`src/common/eau_pkg.sv`:
```
package eau_pkg;

  // ==========================================================
  // encodings
  typedef enum logic [3:0] {
    EAU_DIRECT   = 4'h0,
    EAU_INDIRECT = 4'h1,
    EAU_POSTINC  = 4'h2,
    EAU_PREDEC   = 4'h3,
    EAU_DISP4    = 4'h4,
    EAU_INDEXED  = 4'h5,
    EAU_GBRDISP  = 4'h6,
    EAU_PCDISP8  = 4'h7,
    EAU_PCDISP12 = 4'h8,
    EAU_PCREG    = 4'h9,
    EAU_IMM_ZX   = 4'hA,
    EAU_IMM_SX   = 4'hB,
    EAU_IMM_TRAP = 4'hC
  } eau_mode_t;

  typedef enum logic [1:0] {
    EAU_BYTE = 2'h0,
    EAU_WORD = 2'h1,
    EAU_LONG = 2'h2
  } eau_size_t;

  // ==========================================================
  // request and result carriers
  typedef struct packed {
    logic        valid;
    eau_mode_t   mode;
    eau_size_t   size;
    logic [31:0] general_register_n;
    logic [31:0] register_zero;
    logic [31:0] global_base_register;
    logic [31:0] pc;
    logic [11:0] disp;
    logic [7:0]  imm;
  } eau_req_t;

  typedef struct packed {
    logic        valid;
    logic        is_address;
    logic        is_register;
    logic        is_immediate;
    logic [31:0] value;
    logic        write_back;
    logic [31:0] write_back_value;
  } eau_res_t;

  localparam eau_res_t EAU_RES_RESET = '0;

endpackage

```
`src/hw/eau_unit.sv`:
```
`timescale 1ns/1ps
module eau_unit
  import eau_pkg::*;
(
  input  wire logic     core_clk,
  input  wire logic     reset,
  input  wire eau_req_t req,
  output eau_res_t      res
);

  // ==========================================================
  // combinational address generation
  eau_res_t    next_res;
  logic [31:0] step;
  logic [31:0] disp4_scaled;
  logic [31:0] disp8_scaled;
  logic [31:0] pc8;
  logic [31:0] pc12;

  always_comb begin
    unique case (req.size)
      EAU_BYTE: step = 32'h0000_0001;
      EAU_WORD: step = 32'h0000_0002;
      default:  step = 32'h0000_0004;
    endcase
    // zero-extended displacement, scaled by operand size
    disp4_scaled = {28'h0, req.disp[3:0]};
    disp8_scaled = {24'h0, req.disp[7:0]};
    unique case (req.size)
      EAU_BYTE: ;
      EAU_WORD: begin
        disp4_scaled = {disp4_scaled[30:0], 1'h0};
        disp8_scaled = {disp8_scaled[30:0], 1'h0};
      end
      default: begin
        disp4_scaled = {disp4_scaled[29:0], 2'h0};
        disp8_scaled = {disp8_scaled[29:0], 2'h0};
      end
    endcase
    pc8  = {{23{req.disp[7]}}, req.disp[7:0], 1'h0};
    pc12 = {{19{req.disp[11]}}, req.disp[11:0], 1'h0};

    next_res       = EAU_RES_RESET;
    next_res.valid = req.valid;
    unique case (req.mode)
      EAU_DIRECT: begin
        next_res.is_register = 1'h1;
        next_res.value       = req.general_register_n;
      end
      EAU_INDIRECT: begin
        next_res.is_address = 1'h1;
        next_res.value      = req.general_register_n;
      end
      EAU_POSTINC: begin
        next_res.is_address       = 1'h1;
        next_res.value            = req.general_register_n;
        next_res.write_back       = 1'h1;
        next_res.write_back_value = req.general_register_n + step;
      end
      EAU_PREDEC: begin
        next_res.is_address       = 1'h1;
        next_res.value            = req.general_register_n - step;
        next_res.write_back       = 1'h1;
        next_res.write_back_value = req.general_register_n - step;
      end
      EAU_DISP4: begin
        next_res.is_address = 1'h1;
        next_res.value      = req.general_register_n + disp4_scaled;
      end
      EAU_INDEXED: begin
        next_res.is_address = 1'h1;
        next_res.value      = req.general_register_n + req.register_zero;
      end
      EAU_GBRDISP: begin
        next_res.is_address = 1'h1;
        next_res.value      = req.global_base_register + disp8_scaled;
      end
      EAU_PCDISP8: begin
        next_res.is_address = 1'h1;
        next_res.value      = req.pc + pc8;
      end
      EAU_PCDISP12: begin
        next_res.is_address = 1'h1;
        next_res.value      = req.pc + pc12;
      end
      EAU_PCREG: begin
        next_res.is_address = 1'h1;
        next_res.value      = req.pc + req.general_register_n;
      end
      EAU_IMM_ZX: begin
        next_res.is_immediate = 1'h1;
        next_res.value        = {24'h0, req.imm};
      end
      EAU_IMM_SX: begin
        next_res.is_immediate = 1'h1;
        next_res.value        = {{24{req.imm[7]}}, req.imm};
      end
      EAU_IMM_TRAP: begin
        next_res.is_immediate = 1'h1;
        next_res.value        = {22'h0, req.imm, 2'h0};
      end
      default: ;
    endcase
    if (!req.valid) begin
      next_res = EAU_RES_RESET;
    end
  end

  always_ff @(posedge core_clk) begin
    if (reset) begin
      res <= EAU_RES_RESET;
    end else begin
      res <= next_res;
    end
  end

  // ==========================================================
  // checks
  a_postinc_step: assert property (@(posedge core_clk) disable iff (reset)
    (req.valid && req.mode == EAU_POSTINC && req.size == EAU_LONG) |=>
    (res.write_back && res.write_back_value == $past(req.general_register_n) + 32'h0000_0004))
    else $error("post-increment step wrong");
  a_predec_addr: assert property (@(posedge core_clk) disable iff (reset)
    (req.valid && req.mode == EAU_PREDEC) |=> (res.value == res.write_back_value))
    else $error("pre-decrement address differs from write-back");
  a_indirect_same: assert property (@(posedge core_clk) disable iff (reset)
    (req.valid && req.mode == EAU_INDIRECT) |=>
    (!res.write_back && res.value == $past(req.general_register_n)))
    else $error("indirect address wrong");
  a_direct_noaddr: assert property (@(posedge core_clk) disable iff (reset)
    (req.valid && req.mode == EAU_DIRECT) |=> (res.is_register && !res.is_address))
    else $error("direct mode made an address");
  a_indexed_sum: assert property (@(posedge core_clk) disable iff (reset)
    (req.valid && req.mode == EAU_INDEXED) |=>
    (res.value == $past(req.general_register_n) + $past(req.register_zero)))
    else $error("indexed sum wrong");
  a_gbr_word: assert property (@(posedge core_clk) disable iff (reset)
    (req.valid && req.mode == EAU_GBRDISP && req.size == EAU_WORD) |=>
    (res.value == $past(req.global_base_register) + {23'h0, $past(req.disp[7:0]), 1'h0}))
    else $error("base displacement wrong");
  a_pcreg_sum: assert property (@(posedge core_clk) disable iff (reset)
    (req.valid && req.mode == EAU_PCREG) |=>
    (res.value == $past(req.pc) + $past(req.general_register_n)))
    else $error("pc register sum wrong");
  a_trap_imm: assert property (@(posedge core_clk) disable iff (reset)
    (req.valid && req.mode == EAU_IMM_TRAP) |=>
    (res.value[1:0] == 2'h0 && res.value[9:2] == $past(req.imm) && res.value[31:10] == '0))
    else $error("trap immediate wrong");
  a_sx_imm: assert property (@(posedge core_clk) disable iff (reset)
    (req.valid && req.mode == EAU_IMM_SX) |=>
    (res.value[7:0] == $past(req.imm) && res.value[31:8] == {24{res.value[7]}}))
    else $error("immediate not sign-extended");
  a_postinc_byte: assert property (@(posedge core_clk) disable iff (reset)
    (req.valid && req.mode == EAU_POSTINC && req.size == EAU_BYTE) |=>
    (res.value == $past(req.general_register_n) &&
     res.write_back_value == $past(req.general_register_n) + 32'h0000_0001))
    else $error("post-increment byte step wrong");
  a_postinc_word: assert property (@(posedge core_clk) disable iff (reset)
    (req.valid && req.mode == EAU_POSTINC && req.size == EAU_WORD) |=>
    (res.value == $past(req.general_register_n) &&
     res.write_back_value == $past(req.general_register_n) + 32'h0000_0002))
    else $error("post-increment word step wrong");
  a_predec_byte: assert property (@(posedge core_clk) disable iff (reset)
    (req.valid && req.mode == EAU_PREDEC && req.size == EAU_BYTE) |=>
    (res.write_back && res.value == $past(req.general_register_n) - 32'h0000_0001))
    else $error("pre-decrement byte address wrong");
  a_predec_word: assert property (@(posedge core_clk) disable iff (reset)
    (req.valid && req.mode == EAU_PREDEC && req.size == EAU_WORD) |=>
    (res.write_back && res.value == $past(req.general_register_n) - 32'h0000_0002))
    else $error("pre-decrement word address wrong");
  a_predec_long: assert property (@(posedge core_clk) disable iff (reset)
    (req.valid && req.mode == EAU_PREDEC && req.size == EAU_LONG) |=>
    (res.write_back && res.value == $past(req.general_register_n) - 32'h0000_0004))
    else $error("pre-decrement long address wrong");
  a_disp4_byte: assert property (@(posedge core_clk) disable iff (reset)
    (req.valid && req.mode == EAU_DISP4 && req.size == EAU_BYTE) |=>
    (res.is_address &&
     res.value == $past(req.general_register_n) + {28'h0, $past(req.disp[3:0])}))
    else $error("short displacement byte wrong");
  a_disp4_word: assert property (@(posedge core_clk) disable iff (reset)
    (req.valid && req.mode == EAU_DISP4 && req.size == EAU_WORD) |=>
    (res.is_address &&
     res.value == $past(req.general_register_n) + {27'h0, $past(req.disp[3:0]), 1'h0}))
    else $error("short displacement word wrong");
  a_disp4_long: assert property (@(posedge core_clk) disable iff (reset)
    (req.valid && req.mode == EAU_DISP4 && req.size == EAU_LONG) |=>
    (res.is_address &&
     res.value == $past(req.general_register_n) + {26'h0, $past(req.disp[3:0]), 2'h0}))
    else $error("short displacement long wrong");
  a_gbr_byte: assert property (@(posedge core_clk) disable iff (reset)
    (req.valid && req.mode == EAU_GBRDISP && req.size == EAU_BYTE) |=>
    (res.is_address &&
     res.value == $past(req.global_base_register) + {24'h0, $past(req.disp[7:0])}))
    else $error("base displacement byte wrong");
  a_gbr_long: assert property (@(posedge core_clk) disable iff (reset)
    (req.valid && req.mode == EAU_GBRDISP && req.size == EAU_LONG) |=>
    (res.is_address &&
     res.value == $past(req.global_base_register) + {22'h0, $past(req.disp[7:0]), 2'h0}))
    else $error("base displacement long wrong");
  a_pc8_sum: assert property (@(posedge core_clk) disable iff (reset)
    (req.valid && req.mode == EAU_PCDISP8) |=>
    (res.is_address &&
     res.value == $past(req.pc) + {{23{$past(req.disp[7])}}, $past(req.disp[7:0]), 1'h0}))
    else $error("short pc-relative sum wrong");
  a_pc12_sum: assert property (@(posedge core_clk) disable iff (reset)
    (req.valid && req.mode == EAU_PCDISP12) |=>
    (res.is_address &&
     res.value == $past(req.pc) + {{19{$past(req.disp[11])}}, $past(req.disp[11:0]), 1'h0}))
    else $error("long pc-relative sum wrong");
  a_zx_imm: assert property (@(posedge core_clk) disable iff (reset)
    (req.valid && req.mode == EAU_IMM_ZX) |=>
    (res.is_immediate && res.value == {24'h0, $past(req.imm)}))
    else $error("immediate not zero-extended");
  a_imm_kind: assert property (@(posedge core_clk) disable iff (reset)
    (req.valid && req.mode inside {EAU_IMM_ZX, EAU_IMM_SX, EAU_IMM_TRAP}) |=>
    (res.is_immediate && !res.is_address && !res.is_register && !res.write_back))
    else $error("immediate flags wrong");
  a_plain_nowb: assert property (@(posedge core_clk) disable iff (reset)
    (req.valid && !(req.mode inside {EAU_POSTINC, EAU_PREDEC})) |=> !res.write_back)
    else $error("write-back in a mode that keeps the register");
  a_direct_value: assert property (@(posedge core_clk) disable iff (reset)
    (req.valid && req.mode == EAU_DIRECT) |=>
    (res.value == $past(req.general_register_n) && !res.write_back))
    else $error("direct operand wrong");
  a_indirect_kind: assert property (@(posedge core_clk) disable iff (reset)
    (req.valid && req.mode == EAU_INDIRECT) |=>
    (res.is_address && !res.is_register && !res.is_immediate))
    else $error("indirect flags wrong");

endmodule
```
`config.mk`:
```
export PLATFORM = sky130hd
export DESIGN_NAME = eau_unit
export DESIGN_NICKNAME = d
export VERILOG_FILES = /design/src/common/eau_pkg.sv /design/src/hw/eau_unit.sv
export SDC_FILE = /design/constraint.sdc
export NUM_CORES = 1
export LEC_CHECK = 0
export BUFFER_PORTS_ARGS = -buffer_cell sky130_fd_sc_hd__buf_2
export CAP_MARGIN = 20
export CORE_MARGIN = 2
export CORE_UTILIZATION = 45
export DETAILED_ROUTE_END_ITERATION = 10
export PLACE_DENSITY = 0.74
export SLEW_MARGIN = 25
export SYNTH_ARGS = -nofsm -noshare
export SYNTH_HDL_FRONTEND = slang
export SYNTH_SLANG_ARGS = --single-unit
```
`constraint.sdc`:
```
create_clock -name core_clk -period 4.4 [get_ports core_clk]
set_input_delay 0.44 -clock core_clk [delete_from_list [all_inputs] [get_ports core_clk]]
set_output_delay 0.44 -clock core_clk [all_outputs]
set_load 0.005 [all_outputs]
```
==> metrics.md, run 1 <==
| Metric | Value |
|---|---|
| Hold Startpoint | req[153] |
| Hpwl dp | 27900 um |
| Slew margin rel. | 38.8% |
| TritonCTS clock tree | yes |
| Ys async rst share | 0% |
| Compound-Gate Fraction of Synth Area | 30.3% |
| Final ANT Viol Nets | 0 |
| Largest net degree at the start of global routing | 34 |
| Fmax | 0.247 GHz |
| Synthesized area | 9140 um2 |
| Top cells by area, synth | dfxtp_1 (15%), ha_1 (11%), xnor2_1 (6.6%) |
| Fin Setup TNS | 0 ns |
| Type of origin of the critical path | input pin |
| Power per cell area | 225 nW/um2 |
| Peak fanout along the critical path | 31 |
| Vias in the first global route | 9801 |
| Area grow syn2layout | 19.3% |
| Die width | about 150 um |
| Fin crit share | 92.2% |
| Max IR drop VDD | 0.230 mV |
| Status | completed |
| Via count | 10900 |
| Starting density of the core | 45.5% |
| CTS Sinks | 69 |
| Htree depth | 3 |
| Multi-input combinational cell area | between 7000 and 8000 um2 |
| Hold Vio Cnt, Final | 0 |
| Initial antenna violation count | 3 |
| CP delay by family, top | compound AO/OA/AOI/OAI gates |
| Avg Cell Area, Syn | about 7 um2 |
| Worst EP required | ~4.7 ns |
| Initial DRC Count | 1127 |
| Setup bufs post-CTS | 0 |
| Simple-gate share of the synthesized area | between 20 and 30% |
| Final-report max-slew violation count | 0 |
| Slowest stage delay, CP | 0.73 ns |
| Gr usage total | about a third |
| Final setup fails | 0 |
| Num ports | 226 |
| Post-synthesis register bit count | 69 |
| Die area | 21500 um2 |
| Routability cong. | 1.01 |
| LEAKAGE | 4.88 nW |
| Register area | between 1000 and 1500 um2 |
| XOR/XNOR share of the synthesized area | 10.9% |
| Layout cell share with drive strength beyond 1 | 20.5% |
| CP Cell Sequence | buf_2 -> nor2b_1 -> and3b_1 -> buf_4 -> a22oi_1 -> nand2_1 -> inv_1 -> fa_1 -> nand2b_1 -> a21oi_1 -> o311ai_0 -> buf_4 -> nand3_1 -> a21oi_1 -> o311ai_0 -> nand3_1 -> nor4b_1 -> a31oi_1 |
| Netlist cell types | 74 |
| Seq/Total Area, Yosys | ~15% |
| WP data arrival | 4.32 ns |
| Top-count cell post-synth | nand2_1 |
| Hold Crit Class | input pin to flip-flop |
| Top_reg_cell synth | dfxtp_1 |
| Mux contribution to synthesized area | 1.55% |
| Hold path endpoint | res[67] |
| Row Count | 52 |
| GRT overflow | 0 |
| Most flop-heavy register | res |
| Kind of critical path | input pin to flip-flop |
| Top cell type's share of synthesized area | between 10% and 20% |
| Resized cells post-CTS | 0 |
| Port Buffers | 225 |
| Die Span Y | 147 um |
| DRC Markers | 0 |
| Root Driver | clkbuf_16 |
| Final-stage net count | 1711 |
| First-pass GRT wire length | approximately 54000 um |
| Minimum clock period | 4.05 ns |
| Max reg flops | 69 |
| Most frequent cells after synthesis | nand2_1 (143), nor2_1 (120), a21oi_1 (111), ha_1 (80) |
| Largest family of logic cells by synthesized area | compound AO/OA/AOI/OAI gates |
| Adder-cell area share of the yosys netlist | 12.0% |
| Crit end category | flip-flop |
| Detailed-route wire length per cell | 19.9 um |
| Ys Warns | 0 |
| Instance count of the mapped netlist | 1275 |
| Design area | 10900 um2 |
| TritonCTS Buffers | 9 |
| RSZ-0062 raised after global routing | no |
| Via-to-Cell Ratio | a little over 6 |
| Cell Area, Placed | 10600 um2 |
| CTS Hold Bufs | 0 |
| Layout fillers | just under 2000 |
| Syn nets | 1517 |
| Clock Path Buffers | 2 |
| Clock Pin Slew Worst Setup and Hold Paths | around 0.060 ns |
| Area of the core | 20100 um2 |
| First-pass DRT Iterations | 6 |
| Worst-Margin Slew | 0.915 ns |
| Cell taking the most area after synthesis | dfxtp_1 |
| Routed wire length | roughly 35000 um |
| Biggest regs | res x69 |
| Critical path's slowest cell | o311ai_0 |
| Hold path depth | 3 |
| WP buf/inv | 4 |
| EDFF count, synth | 0 |
| Max-cap violations | 0 |
| Layout Utilization | 54.2% |
==> worst max-delay path by stage <==
| stage | from | to | slack [ns] | depth (start not counted) |
|---|---|---|---|---|
| 6_report | req[153] | res[63] | 0.35 | 18 |
| 5_1_grt | req[153] | res[63] | 0.1 | 18 |
| 4_1_cts | req[153] | res[63] | 0.41 | 18 |
| 3_5_place_dp | req[153] | res[63] | 0.09 | 18 |
| 3_3_place_gp | req[153] | res[63] | 0.30 | 18 |
| 2_1_floorplan | req[153] | res[63] | 0.43 | 18 |
==> metrics by stage <==
step	power, mW	worst slack [ns]	cells	hold WS (ns)
6_report	2.45	0.345	1749	0.428
4_1_cts	2.43	0.405	1744	0.419
5_1_grt	2.58	0.0963	1747	0.444
3_5_place_dp	1.64	0.0917	1728	0.765
3_3_place_gp	1.64	0.299	1728	0.749
2_1_floorplan	1.31	0.428	1275	0.536
==> metal layers <==
layer,wire length [um],track usage [%]
met1,14900,44.8
met2,14800,47.4
met3,3930,5.88
met4,1300,11.5
met5,0,0
==> cell type report <==
type | instances | share of cell area (%)
multi-input cells | 1092 | 67.2
flip-flops and latches | 69 | 12.7
clock inverters | 3 | 0.390
repair buffers | 261 | 12.8
diodes | 5 | 0.115
clock buffers | 13 | 2.48
inverters | 36 | 1.24
well taps | 270 | 3.10
==> cell families (layout without fill, tap and decap cells) <==
family	count (synthesis)	count (layout)
AO/OA/AOI/OAI	407	407
XOR/XNOR	114	114
adder cells (fa/ha/maj)	85	85
buffers and inverters	114	313
flip-flops	69	69
multiplexers	14	14
other	0	5
AND/OR/NAND/NOR	472	472
==> tightest hold or removal path, cell delays in order <==
cell    delay [ns]
buf_2         0.14
nor4_1        0.07
nor2_1        0.09
==> layout by cell type, fill, tap and decap left out, types with 14 or more instances in the layout <==
master / instances
buf_4: 36
ha_1: 80
xnor2_1: 69
a31oi_1: 23
a21oi_1: 110
xor2_1: 45
o21ai_0: 50
and3_1: 19
nand4_1: 17
nor3_1: 30
inv_1: 36
a211oi_1: 25
a21o_1: 25
a221oi_1: 28
nor2_1: 120
nand2b_1: 22
a22o_1: 27
nand2_1: 143
dfxtp_1: 69
buf_2: 225
a22oi_1: 19
nand3_1: 50
nor4_1: 14
==> where the power goes <==
part           internal [mW]  total [mW]  leakage, nW  switching [mW]
clock network          0.485       0.791        0.152           0.306
logic                  0.403        1.01         4.17           0.606
registers              0.647       0.654        0.561         0.00721
total                   1.54        2.45         4.88           0.919
(Power assumes the default switching activity.)
==> run 2, diff against run 1 <==
Settings changed: CORE_UTILIZATION 45 to 55, PLACE_DENSITY 0.74 to 0.87.
==> run 2 against run 1 <==
  * Combinational power is 4% higher
  * Clock power is 3.8% higher
  * Critical path depth is 3 lower
  * Final cell count is 2.3% lower
  * Sequential cell count stayed put
  * Die area is 18% lower
  * Critical endpoint is now res[62]
==> metrics.md, run 2 (synthesis results as in run 1) <==
| Metric | Value |
|---|---|
| Status | completed |
| DRC Markers | 0 (unchanged) |
| Highest routed layer | met4 |
| Fin crit share | 88.5% (-3.6 points) |
| Setup bufs post-CTS | 0 (unchanged) |
| Die Span Y | 133 um (-9.3%) |
| Final ANT Viol Nets | 0 (unchanged) |
| Via-to-Cell Ratio | 6.49 (+4.0%) |
| TritonCTS clock tree | yes |
| First-pass DRT Iterations | 8 (+2) |
| Root Driver | clkbuf_16 |
| Fin Setup TNS | 0 ns (unchanged) |
| Minimum clock period | 3.90 ns (-0.159 ns) |
| Htree depth | 3 (unchanged) |
| WP buf/inv | 2 (-2) |
| Slowest stage delay, CP | 0.47 ns (-0.26 ns) |
| Final-stage net count | 1719 (+0.47%) |
| Register area | 1380 um2 (unchanged) |
| Initial DRC Count | 1389 (+23%) |
| Peak fanout along the critical path | 30 (-3.2%) |
| Design area | 10900 um2 (+0.25%) |
| Area grow syn2layout | 19.6% |
| Pre-CTS WS | 0.253 ns (+0.161 ns) |
| Die area | 17700 um2 (-18%) |
| Cell Area, Placed | 10600 um2 (about the same) |
| Layout fillers | 1458 (-27%) |
| Worst-Margin Slew | 0.996 ns (+0.0811 ns) |
| Worst EP required | 4.66 ns (about the same) |
| CTS Hold Bufs | 0 (unchanged) |
| Starting density of the core | 55.7% (+10 points) |
| Most flop-heavy register | res |
| Gr usage total | 40.0% (+8.5 points) |
| Largest net degree at the start of global routing | 34 (unchanged) |
| CTS Sinks | 69 (unchanged) |
| Num ports | 226 (unchanged) |
| Port Buffers | 225 (unchanged) |
| Hold Startpoint | req[1] |
| TritonCTS Buffers | 9 (unchanged) |
| Routed wire length | 36300 um (+4.1%) |
| Multi-input combinational cell area | 7340 um2 (+0.14%) |
| Commonest non-fill, non-tap cells in the layout | buf_2 (225), nand2_1 (143), nor2_1 (120) |
| Area of the core | 16400 um2 (-18%) |
| Critical path depth in cells | 15 (-3) |
| Vias in the first global route | 10100 (+2.5%) |
| Crit end category | flip-flop |
| CP delay by family, top | compound AO/OA/AOI/OAI gates |
| WP data arrival | 4.15 ns (-0.17 ns) |
| Initial antenna violation count | 6 (+3) |
| Type of origin of the critical path | input pin |
| Resized cells post-CTS | 0 (unchanged) |
| Biggest regs | res x69 |
| Max reg flops | 69 (unchanged) |
| Detailed-route wire length per cell | 21.2 um (+6.5%) |
| Slew margin rel. | 33.1% (-5.7 points) |
| GRT overflow | 0 (unchanged) |
| Met2 WL | 15600 um (+5.6%) |
| RSZ-0062 raised after global routing | no |
| Via count | 11100 (+1.7%) |
| Met3 wire len | 4520 um (+15%) |
| Most common cell after layout, fill and taps aside | buf_2 |
| Hpwl dp | 29400 um (+5.3%) |
| Power per cell area | 231 nW/um2 (+2.6%) |
| Hold Crit Class | input pin to flip-flop |
| Hold Vio Cnt, Final | 0 (unchanged) |
| Hold path depth | 3 (unchanged) |
| Hold path endpoint | res[34] |
| Max-cap violations | 0 (unchanged) |
| LEAKAGE | 4.93 nW (+0.87%) |
| Die width | 133 um (-9.3%) |
| Row Count | 47 (-9.6%) |
| Kind of critical path | input pin to flip-flop |
| Layout cell share with drive strength beyond 1 | 20.8% (+0.29 points) |
| CP Cell Sequence | buf_2 -> nand2b_1 -> nor3b_2 -> buf_4 -> a22oi_1 -> o21ai_0 -> ha_1 -> nand3_1 -> a311oi_1 -> o311ai_1 -> a31oi_1 -> o21ai_1 -> a21o_1 -> or4_1 -> a41oi_1 |
| Critical path's slowest cell | a311oi_1 |
| Max IR drop VDD | 0.177 mV (-23%) |
| Clock Path Buffers | 2 (unchanged) |
| Final Power | 2.52 mW (+2.8%) |
| Final setup fails | 0 (unchanged) |
| Routability cong. | 1.02 (+0.42%) |
| Final setup margin | 0.504 ns (+0.159 ns) |
| Fmax | 0.257 GHz (+4.1%) |
| Routed metal-1 wire length | 15000 um (+1.2%) |
| Clock Pin Slew Worst Setup and Hold Paths | 0.07 ns (about the same) |
| Final-report max-slew violation count | 0 (unchanged) |
| First-pass GRT wire length | 55300 um (+3.0%) |
## run 2: per-stage QoR
stage / instances / hold slack (ns) / utilization (%)
5_1_grt: 1708 / 0.468 / 66.6
6_report: 1709 / 0.443 / 66.6
3_3_place_gp: 1686 / 0.776 / 64.5
3_5_place_dp: 1686 / 0.798 / 64.5
2_1_floorplan: 1275 / 0.536 / -
4_1_cts: 1702 / 0.436 / 66.5
## run 2: worst max-delay path by stage
stage	from	to	slack, ns
2_1_floorplan	req[153]	res[63]	0.43
5_1_grt	req[153]	res[63]	0.15
3_3_place_gp	req[153]	res[62]	0.36
3_5_place_dp	req[153]	res[63]	0.25
6_report	req[153]	res[62]	0.50
4_1_cts	req[153]	res[63]	0.60
## run 2: final cells by class
class / count / area share, %
Clock inverter: 3 / 0.618
Antenna cell: 7 / 0.160
Clock buffer: 13 / 2.38
Sequential cell: 69 / 12.6
Multi-Input combinational cell: 1092 / 67.1
Inverter: 36 / 1.24
Timing Repair Buffer: 269 / 13.3
Tap cell: 220 / 2.52
## run 2: power breakdown
part           leakage [nW]  total (mW)  switching (mW)  internal [mW]
clock network         0.156       0.821           0.293          0.528
logic                  4.21        1.05           0.636          0.412
registers             0.561       0.654         0.00679          0.647
total                  4.93        2.52           0.936           1.59
## run 2: routing by layer
metal | vias to the layer above | global-route usage, %
met2 | 776 | 61.3
met4 | 0 | 13.1
met5 | - | 0
met1 | 5059 | 57.2
li1 | 5156 | -
met3 | 103 | 6.36
